`src/asf_cfg.svh`:
```
// Purpose: Constants of the arithmetic flags block.
// Assumes: One core clock, flags held in the low five bits.
// Notes:   Included by the flags module only.
//
// Behaviour
// [RULE_01] Flags register is a normal source or destination operand of any instruction.
// [RULE_02] Flag-updating op aimed at flags register: write blocked, bits come from ALU.
// [RULE_03] Clear-file on flags register sets zero flag only; others stay.
// [RULE_04] Software should alter flags only with non-flag ops: bit, swap, moves.
// [RULE_05] Subtract adds two's complement; carry and nibble carry mean no-borrow.
// [RULE_06] Program memory is reached only through the program counter.
// [RULE_07] Data memory reached by inherent, literal, direct and indirect modes.
// [RULE_08] Mode fixed per instruction, some pick among three by operands and set.
// [RULE_09] Indexed literal offset mode exists only when extended set bit is one.
// [RULE_10] Enabling extended set changes execution of some core instructions.
// [RULE_11] N is MSB, Z all-zero, nibble carry bit 3, carry MSB, OV signed.
// [RULE_12] Upper three flag bits read zero and ignore writes.
`ifndef ASF_CFG_SVH
`define ASF_CFG_SVH
`define ASF_BIT_C        0
`define ASF_BIT_DC       1
`define ASF_BIT_Z        2
`define ASF_BIT_OV       3
`define ASF_BIT_N        4
`define ASF_FLAGS_RST    5'h00
`define ASF_ACCESS_SPLIT 8'h60
`define ASF_SFR_PAGE     4'hF
`define ASF_INDEX_PAGE   4'h0
`endif

```
`src/asf_pkg.sv`:
```
// Purpose: Types of the arithmetic flags block.
// Assumes: Nothing beyond the core clock.
// Notes:   Constants live in asf_cfg.svh.
package asf_pkg;
	typedef enum logic [3:0] {
		ASF_OP_ADD  = 4'h0,
		ASF_OP_ADDC = 4'h1,
		ASF_OP_SUB  = 4'h2,
		ASF_OP_SUBB = 4'h3,
		ASF_OP_AND  = 4'h4,
		ASF_OP_IOR  = 4'h5,
		ASF_OP_XOR  = 4'h6,
		ASF_OP_CLR  = 4'h7,
		ASF_OP_PASS = 4'h8
	} asf_op_e;
	typedef enum logic [2:0] {
		ASF_AM_INHERENT = 3'h0,
		ASF_AM_LITERAL  = 3'h1,
		ASF_AM_ACCESS   = 3'h2,
		ASF_AM_BANKED   = 3'h3,
		ASF_AM_INDIRECT = 3'h4,
		ASF_AM_INDEXED  = 3'h5
	} asf_mode_e;
	typedef struct packed {
		logic [4:0]  flags;
		logic [7:0]  result;
		logic [11:0] addr;
		logic        addr_vld;
		logic        addr_err;
		logic        ext_en;
		logic        ext_cap;
	} asf_state_s;
endpackage : asf_pkg

```
`src/asf_flags.sv`:
```
// Purpose: ALU flag generation, flags register and data address resolution.
// Assumes: Datapath presents one instruction per op_valid cycle.
// Notes:   Extended set strap is caught on the first edge after reset release.
`timescale 1ns/100ps
`include "asf_cfg.svh"
module asf_flags #(
	parameter int AW = 12
) (
	input  wire logic              clk_sys,
	input  wire logic              rst,
	input  wire logic              ext_strap,
	input  wire logic              op_valid,
	input  wire asf_pkg::asf_op_e  alu_op,
	input  wire logic [7:0]        opd_a,
	input  wire logic [7:0]        opd_b,
	input  wire logic              src_is_flags,
	input  wire logic              dest_is_flags,
	input  wire logic              addr_req,
	input  wire asf_pkg::asf_mode_e addr_mode,
	input  wire logic [7:0]        addr_lit,
	input  wire logic [3:0]        bank_sel,
	input  wire logic [AW-1:0]     fsr_ptr,
	input  wire logic [AW-1:0]     fsr2_ptr,
	output logic [7:0]             flags_rd,
	output logic [7:0]             result_ff,
	output logic [AW-1:0]          data_addr_ff,
	output logic                   addr_vld_ff,
	output logic                   addr_err_ff,
	output logic                   ext_set_active
);
	// ----------------------------------------
	// Parameter check.
	// ----------------------------------------
	if (AW != 12) begin : g_bad_aw
		$error("asf_flags: address width must be 12");
	end

	asf_pkg::asf_state_s state_ff;
	asf_pkg::asf_state_s nxt_state;

	logic [7:0] src_a;
	logic [7:0] eff_b;
	logic       cin;
	logic [8:0] sum;
	logic [4:0] nib;
	logic [7:0] res;
	logic [4:0] alu_flags;
	logic [4:0] upd_mask;

	// ----------------------------------------
	// ALU and flag generation.
	// ----------------------------------------
	always_comb begin
		src_a     = src_is_flags ? {3'h0, state_ff.flags} : opd_a; // RULE_01
		eff_b     = opd_b;
		cin       = 1'b0;
		upd_mask  = 5'h00;
		res       = 8'h00;
		alu_flags = state_ff.flags;
		case (alu_op)
			asf_pkg::ASF_OP_ADD: begin
				upd_mask = 5'h1F;
			end
			asf_pkg::ASF_OP_ADDC: begin
				cin      = state_ff.flags[`ASF_BIT_C];
				upd_mask = 5'h1F;
			end
			asf_pkg::ASF_OP_SUB: begin
				eff_b    = ~opd_b; // RULE_05
				cin      = 1'b1;
				upd_mask = 5'h1F;
			end
			asf_pkg::ASF_OP_SUBB: begin
				eff_b    = ~opd_b; // RULE_05
				cin      = state_ff.flags[`ASF_BIT_C];
				upd_mask = 5'h1F;
			end
			asf_pkg::ASF_OP_AND,
			asf_pkg::ASF_OP_IOR,
			asf_pkg::ASF_OP_XOR: begin
				upd_mask = 5'h14;
			end
			asf_pkg::ASF_OP_CLR: begin
				upd_mask = 5'h04; // RULE_03
			end
			default: begin
				upd_mask = 5'h00; // RULE_04
			end
		endcase
		sum = {1'b0, src_a} + {1'b0, eff_b} + {8'h00, cin};
		nib = {1'b0, src_a[3:0]} + {1'b0, eff_b[3:0]} + {4'h0, cin};
		case (alu_op)
			asf_pkg::ASF_OP_AND:  res = src_a & opd_b;
			asf_pkg::ASF_OP_IOR:  res = src_a | opd_b;
			asf_pkg::ASF_OP_XOR:  res = src_a ^ opd_b;
			asf_pkg::ASF_OP_CLR:  res = 8'h00;
			asf_pkg::ASF_OP_PASS: res = src_a;
			default:              res = sum[7:0];
		endcase
		alu_flags[`ASF_BIT_N]  = res[7]; // RULE_11
		alu_flags[`ASF_BIT_Z]  = (res == 8'h00); // RULE_11
		alu_flags[`ASF_BIT_C]  = sum[8]; // RULE_05
		alu_flags[`ASF_BIT_DC] = nib[4]; // RULE_05
		alu_flags[`ASF_BIT_OV] = (src_a[7] == eff_b[7]) && (res[7] != src_a[7]); // RULE_11
	end

	// ----------------------------------------
	// Next state.
	// ----------------------------------------
	always_comb begin
		nxt_state          = state_ff;
		nxt_state.addr_vld = 1'b0;
		nxt_state.addr_err = 1'b0;
		if (!state_ff.ext_cap) begin
			nxt_state.ext_cap = 1'b1;
			nxt_state.ext_en  = ext_strap;
		end
		if (op_valid) begin
			nxt_state.result = res;
			if (dest_is_flags && upd_mask == 5'h00) begin
				nxt_state.flags = res[4:0]; // RULE_12
			end else begin
				nxt_state.flags = (alu_flags & upd_mask) | (state_ff.flags & ~upd_mask); // RULE_02
			end
		end
		if (addr_req) begin
			nxt_state.addr_vld = 1'b1;
			case (addr_mode) // RULE_07
				asf_pkg::ASF_AM_ACCESS: begin
					if (addr_lit < `ASF_ACCESS_SPLIT && state_ff.ext_en) begin
						nxt_state.addr = fsr2_ptr + {4'h0, addr_lit}; // RULE_10
					end else if (addr_lit < `ASF_ACCESS_SPLIT) begin
						nxt_state.addr = {`ASF_INDEX_PAGE, addr_lit};
					end else begin
						nxt_state.addr = {`ASF_SFR_PAGE, addr_lit};
					end
				end
				asf_pkg::ASF_AM_BANKED:   nxt_state.addr = {bank_sel, addr_lit};
				asf_pkg::ASF_AM_INDIRECT: nxt_state.addr = fsr_ptr;
				asf_pkg::ASF_AM_INDEXED: begin
					nxt_state.addr     = fsr2_ptr + {4'h0, addr_lit};
					nxt_state.addr_vld = state_ff.ext_en; // RULE_09
					nxt_state.addr_err = !state_ff.ext_en; // RULE_09
				end
				default: begin
					nxt_state.addr_vld = 1'b0; // RULE_08
				end
			endcase
		end
	end

	always_ff @(posedge clk_sys or posedge rst) begin
		if (rst) begin
			state_ff <= '{flags: `ASF_FLAGS_RST, result: 8'h00, addr: 12'h000,
				addr_vld: 1'b0, addr_err: 1'b0, ext_en: 1'b0, ext_cap: 1'b0};
		end else begin
			state_ff <= nxt_state;
		end
	end

	// Data address is twelve bits only; program memory is never addressed here.
	assign data_addr_ff   = state_ff.addr; // RULE_06
	assign flags_rd       = {3'h0, state_ff.flags}; // RULE_12
	assign result_ff      = state_ff.result;
	assign addr_vld_ff    = state_ff.addr_vld;
	assign addr_err_ff    = state_ff.addr_err;
	assign ext_set_active = state_ff.ext_en;
endmodule : asf_flags

```
`config.mk`:
```
export PLATFORM = sky130hd
export DESIGN_NAME = asf_flags
export DESIGN_NICKNAME = d
export VERILOG_FILES = /design/src/asf_pkg.sv /design/src/asf_flags.sv
export VERILOG_INCLUDE_DIRS = /design/src /design/src/src
export SDC_FILE = /design/constraint.sdc
export NUM_CORES = 1
export LEC_CHECK = 0
export ABC_CLOCK_PERIOD_IN_PS = 3300
export BUFFER_PORTS_ARGS = -buffer_cell sky130_fd_sc_hd__buf_4
export CELL_PAD_IN_SITES_DETAIL_PLACEMENT = 1
export CELL_PAD_IN_SITES_GLOBAL_PLACEMENT = 1
export CORE_MARGIN = 2
export CORE_UTILIZATION = 38
export DETAILED_ROUTE_END_ITERATION = 8
export PLACE_DENSITY_LB_ADDON = 0.15
export SLEW_MARGIN = 20
export SYNTH_ARGS = -nofsm -noshare
export SYNTH_HDL_FRONTEND = slang
export SYNTH_SLANG_ARGS = --single-unit
```
`constraint.sdc`:
```
create_clock -name clk_sys -period 3.3 [get_ports clk_sys]
set_input_delay 0.66 -clock clk_sys [delete_from_list [all_inputs] [get_ports clk_sys]]
set_output_delay 0.66 -clock clk_sys [all_outputs]
set_load 0.1 [all_outputs]
```
==> results of run 1 <==
per-layer routing:
metal / up-vias / GRT usage, %
met1: 1530 / 32.0
met5: - / 0
met4: 0 / 3.45
li1: 1538 / -
met3: 14 / 3.68
met2: 87 / 35.5
cell type report:
class	count	area share (%)
clock buffer	7	2.10
clock inverter	1	0.729
inverter	31	2.82
multi-input combinational	294	52.4
sequential	29	17.6
tap	105	3.19
timing repair buffer	116	21.1
worst paths after layout:
path / from / to / cells after the start
hold / removal: rst / result_ff[0] / 3
max in group asynchronous: rst / data_addr_ff[10] / 3
hold reg to reg: state_ff[0] / ext_set_active / 1
min in group clk_sys: state_ff[0] / ext_set_active / 1
setup reg to reg: flop / result_ff[6] / 12
setup / recovery: alu_op[2] / flop / 13
worst max-delay path, stage by stage:
cell and delay, ns:
buf_4 0.12, nor2_4 0.10, and2_2 0.20, buf_4 0.20, xnor2_1 0.17, inv_1 0.10
fa_2 0.39, nand2b_4 0.16, a21oi_2 0.19, xnor2_1 0.14, a22o_1 0.17, or4b_1 0.46
o41ai_2 0.20
Yosys cell counts, types with 4 or more instances:
cell      number  share of area (%)
a21oi_1       26                4.0
a221oi_1       8                2.2
a22o_1         4                1.1
a31oi_1        6                1.2
and2_1         4               0.78
buf_4         28                6.5
clkbuf_1       9                1.0
dfrtp_1       29                 23
ha_1          31                 12
inv_1         31                3.6
mux2_2         7                2.4
mux2i_1        8                2.5
nand2_1       23                2.7
nand2b_1      10                1.9
nand3_1       11                1.7
nor2_1        36                4.2
nor2b_1        4               0.78
nor3_1         5               0.78
o211ai_1       4               0.93
o21a_1         4               0.93
o21ai_0       18                2.8
o22ai_1        8                1.6
xnor2_1       16                4.3
xor2_1         7                1.9
kinds of logic (layout without fill, tap and decap cells):
family / Yosys count / in the layout / synth area share, %
compound gates: 110 / 110 / 23.0
xor+xnor: 23 / 23 / 6.25
fa+ha+maj: 34 / 34 / 13.9
buf+inv: 72 / 155 / 12.2
flops: 29 / 29 / 22.5
mux: 16 / 16 / 5.40
other cells: 2 / 4 / 0.233
simple gates: 107 / 107 / 16.5
power groups by stage:
stage	logic (uW)	clock network [uW]	registers [uW]
finish	1500	386	508
global placement	1470	0	511
CTS	1500	397	508
global route	1600	415	518
detailed placement	1500	0	514
floorplan	1230	0	502
per-stage QoR:
stage | TNS (ns) | worst slack (ns)
2_1_floorplan | 0 | 0.0125
3_3_place_gp | 0 | 0.00444
3_5_place_dp | -0.0987 | -0.0987
4_1_cts | 0 | 0.178
5_1_grt | 0 | 0.0119
6_report | 0 | 0.232
timing repair:
item                       in CTS  in global routing
hold buffers                    0                  0
resized for setup               0                  2
setup endpoints to repair       0                  1
==> impl_metrics.tcl, run 1 <==
set metrics [dict create \
    fin_util_pct 50.1 \
    dpl.hpwl_um 8020 \
    worstPathMaxFanout 7 \
    routed_wl_um 9860 \
    synth_edf_count 0 \
    rsz0062_at_grt "false" \
    clock_skew_ns 0.00378 \
    cts_tree "done" \
    dr_wl_met2_um 4420 \
    diodes 0 \
    ys_seq_area_share_pct 22.5 \
    wl_met1_um 4730 \
    ys_seq_elements 29 \
    synth.distinct_cells 54 \
    syn_area_per_cell_um2 8.20 \
    critPathArrivalTime_ns 3.25 \
    post-route-drc-count 0 \
    wl_per_cell_um 16.9 \
    grt_util_all_layers_pct 22.2 \
    status "finished, final reports clean" \
    synthCells 393 \
    firstDrtPassIters 4 \
    cts_buffers 5 \
    power.internal_uw 1130 \
    fp.dieH_um 96.1 \
    grt_overflow 0 \
    ios 97 \
    drt_iter0_markers 107 \
    total_power_uw 2390 \
    multi_input_area_um2 2160 \
    drive_above_1_share_pct 29.9 \
    p_leak_uw 0.00197 \
    fin_crit_ns 3.07 \
    pwr-share-comb_pct 62.7 \
    clockBufferDepth 2 \
    gp_congestion 0.893 \
    worst_pin_slew_ns 0.664 \
    die_w_um 96.1 \
    seq_area_um2 726 \
    p_per_area_nw_per_um2 581 \
    clk_pin_slew_worst_paths_ns 0.07 \
    grt_pass1_wl_um 16000 \
    peakVddDrop_mv 0.414 \
    layout_common_cells "buf_4, nor2_1, inv_1, ha_1, dfrtp_1" \
    grt_pass1_vias 3265 \
    fin_crit_sh_pct 93.0 \
    finalHoldViolCount 0 \
    pwr-share-seq_pct 21.2 \
    place_area_um2 4000 \
    io_buffer_count 93 \
    r2r_slack_ns 0.45 \
    max_slew_margin_pct 55.4 \
    core_region_area_um2 8220 \
    root_buffer "clkbuf_8" \
    setup_violations 0 \
    postCtsSetupBuffers 0 \
    grt_max_degree 30 \
    area_delta_synth_final_pct 27.9 \
    instances_no_fill 583 \
    p_sw_share_pct 52.6 \
    worstSetupEndpointType "flop" \
    clock-sinks 29 \
    drv_slew 0 \
    dp_cells 575 \
    switchingPower_uw 1260 \
    yosys_warnings 0 \
    dr.max_layer_used "met4" \
    startpoint_type "primary input" \
    rows 33 \
    wl_met3_um 588 \
    fmax_ghz 0.326 \
    start_util_pct 39.2 \
    syn_area_um2 3220 \
    ant_nets 0 \
    dieArea_um2 9230 \
    hold_path.class "primary input to asynchronous set/reset pin" \
    max-cap-violations 0 \
    final_area_um2 4120 \
    antenna_found_initial 0 \
    clock_latency_ns 0.28 \
    final.fill_count 1041 \
    final_common_cell "buf_4" \
    nNetsFinal 577 \
    p_clk_share_pct 16.1 \
    async_flop_share_pct 100 \
    hold_ws_ns 0.455 \
    htreeDepth 2 \
    ys.flop_type "dfrtp_1" \
    via_count 3169 \
    vias_per_cell 5.44 \
    critical_path_class "primary input to flop" \
    cp_data_required_time_ns 3.48 \
]
Note: power is estimated with default switching activity, not from simulation.
==> run 2: changes to the inputs <==
CTS_BUF_LIST = sky130_fd_sc_hd__clkbuf_16   (was unset)
==> run 2 against run 1 <==
Compared with the run above: sequential power about the same; non-clock buffer count unchanged; clock power increased by 32%; combinational power about the same; global-route usage increased by 0.18 points; final cell count unchanged; utilization increased by 0.56 points; setup slack got worse by 0.012 ns; clock-buffer cell count decreased by 2; sequential cell count unchanged; critical path type unchanged.
==> impl_metrics.tcl, run 2 (synthesis gave the netlist of run 1 again) <==
set metrics [dict create \
    vias_per_cell 5.43 \
    clock-sinks 29 \
    max-cap-violations 0 \
    setup_violations 0 \
    postCtsSetupBuffers 0 \
    drive_above_1_share_pct 29.7 \
    max_slew_margin_pct 55.1 \
    clk_pin_slew_worst_paths_ns 0.05 \
    worst_slack_ns 0.220 \
    p_per_area_nw_per_um2 604 \
    diodes 0 \
    rows 33 \
    start_util_pct 39.2 \
    clockBufferDepth 2 \
    cp_data_required_time_ns 3.48 \
    cts_tree "done" \
    gp_congestion 0.893 \
    area_delta_synth_final_pct 29.3 \
    ant_nets 0 \
    peakVddDrop_mv 0.464 \
    grt_max_degree 30 \
    io_buffer_count 93 \
    ios 97 \
    post-route-drc-count 0 \
    total_power_uw 2520 \
    ctsHoldBuffers 0 \
    final_common_cell "buf_4" \
    startpoint_type "primary input" \
    fp.dieH_um 96.1 \
    dieArea_um2 9230 \
    fin_crit_sh_pct 93.3 \
    hold_path.class "primary input to asynchronous set/reset pin" \
    status "finished, final reports clean" \
    fmax_ghz 0.325 \
    drv_slew 0 \
    clock_skew_ns 0.00152 \
    critical_path_class "primary input to flop" \
    firstDrtPassIters 4 \
    root_buffer "clkbuf_16" \
    wl_per_cell_um 17.0 \
    drt_iter0_markers 90 \
    cts_buffers 5 \
    fin_crit_ns 3.08 \
    reg2reg_depth 12 \
    rsz0062_at_grt "false" \
    core_region_area_um2 8220 \
    antenna_found_initial 0 \
    dpl.hpwl_um 8020 \
    clock_latency_ns 0.28 \
    critPathArrivalTime_ns 3.26 \
    nNetsFinal 577 \
    finalHoldViolCount 0 \
    grt_util_all_layers_pct 22.4 \
    worstPathMaxFanout 7 \
    via_count 3167 \
    worst_pin_slew_ns 0.668 \
    place_area_um2 4000 \
    htreeDepth 2 \
    grt_pass1_vias 3297 \
    grt_pass1_wl_um 16100 \
    tns_ns 0 \
    die_w_um 96.1 \
    place_ws_ns -0.0987 \
    layout_common_cells "buf_4, nor2_1, inv_1" \
    final_area_um2 4170 \
    p_leak_uw 0.00200 \
    worstSetupEndpointType "flop" \
    routed_wl_um 9940 \
    fin_util_pct 50.7 \
    grt_overflow 0 \
]
run 2: path summary, 6_finish.rpt:
path | slack [ns] | from | to
worst max-delay path | 0.22 | alu_op[2] | flop
worst min-delay path | 0.46 | rst | result_ff[0]
worst max register to register | 0.45 | flop | result_ff[6]
worst min register to register | 0.50 | state_ff[0] | ext_set_active
max in group asynchronous | 2.55 | rst | data_addr_ff[6]
min in group clk_sys | 0.50 | state_ff[0] | ext_set_active
run 2: metrics by stage:
stage,hold slack (ns),instances
after global routing,0.512,583
final,0.463,583
after CTS,0.480,583
after global placement,0.484,575
after floorplan,0.472,395
after detailed placement,0.488,575
run 2: critical path, cell delays in order:
cell and delay (ns):
buf_4 0.12, nor2_4 0.10, and2_2 0.20, buf_4 0.20
xnor2_1 0.17, inv_1 0.10, fa_2 0.39, nand2b_4 0.16
a21oi_2 0.19, xnor2_1 0.14, a22o_1 0.17, or4b_1 0.46
o41ai_2 0.20
run 2: layout make-up:
class / instances / area [um^2]
Sequential cell: 29 / 726
Inverter: 31 / 116
Tap cell: 105 / 131
Clock inverter: 3 / 37.5
Fill cell: 1033 / 4050
Multi-Input combinational cell: 294 / 2160
Clock buffer: 5 / 125
Timing Repair Buffer: 116 / 871
run 2: layer usage:
layer / track usage [%] / wire [um]
met4: 2.98 / 64
met5: 0 / 0
met2: 36.0 / 4510
met1: 31.8 / 4800
met3: 4.39 / 561
run 2: power breakdown:
part | switching (uW) | leakage [uW] | internal, uW
clock network | 158 | 0.0000826 | 350
registers | 65.7 | 0.000339 | 442
logic | 1050 | 0.00157 | 447
total | 1280 | 0.00200 | 1240
run 2: what timing repair did:
| action | CTS | global route |
|---|---|---|
| gates resized for setup | 0 | 2 |
| endpoints found under the setup margin | 0 | 1 |
| hold endpoints to repair | 0 | 0 |
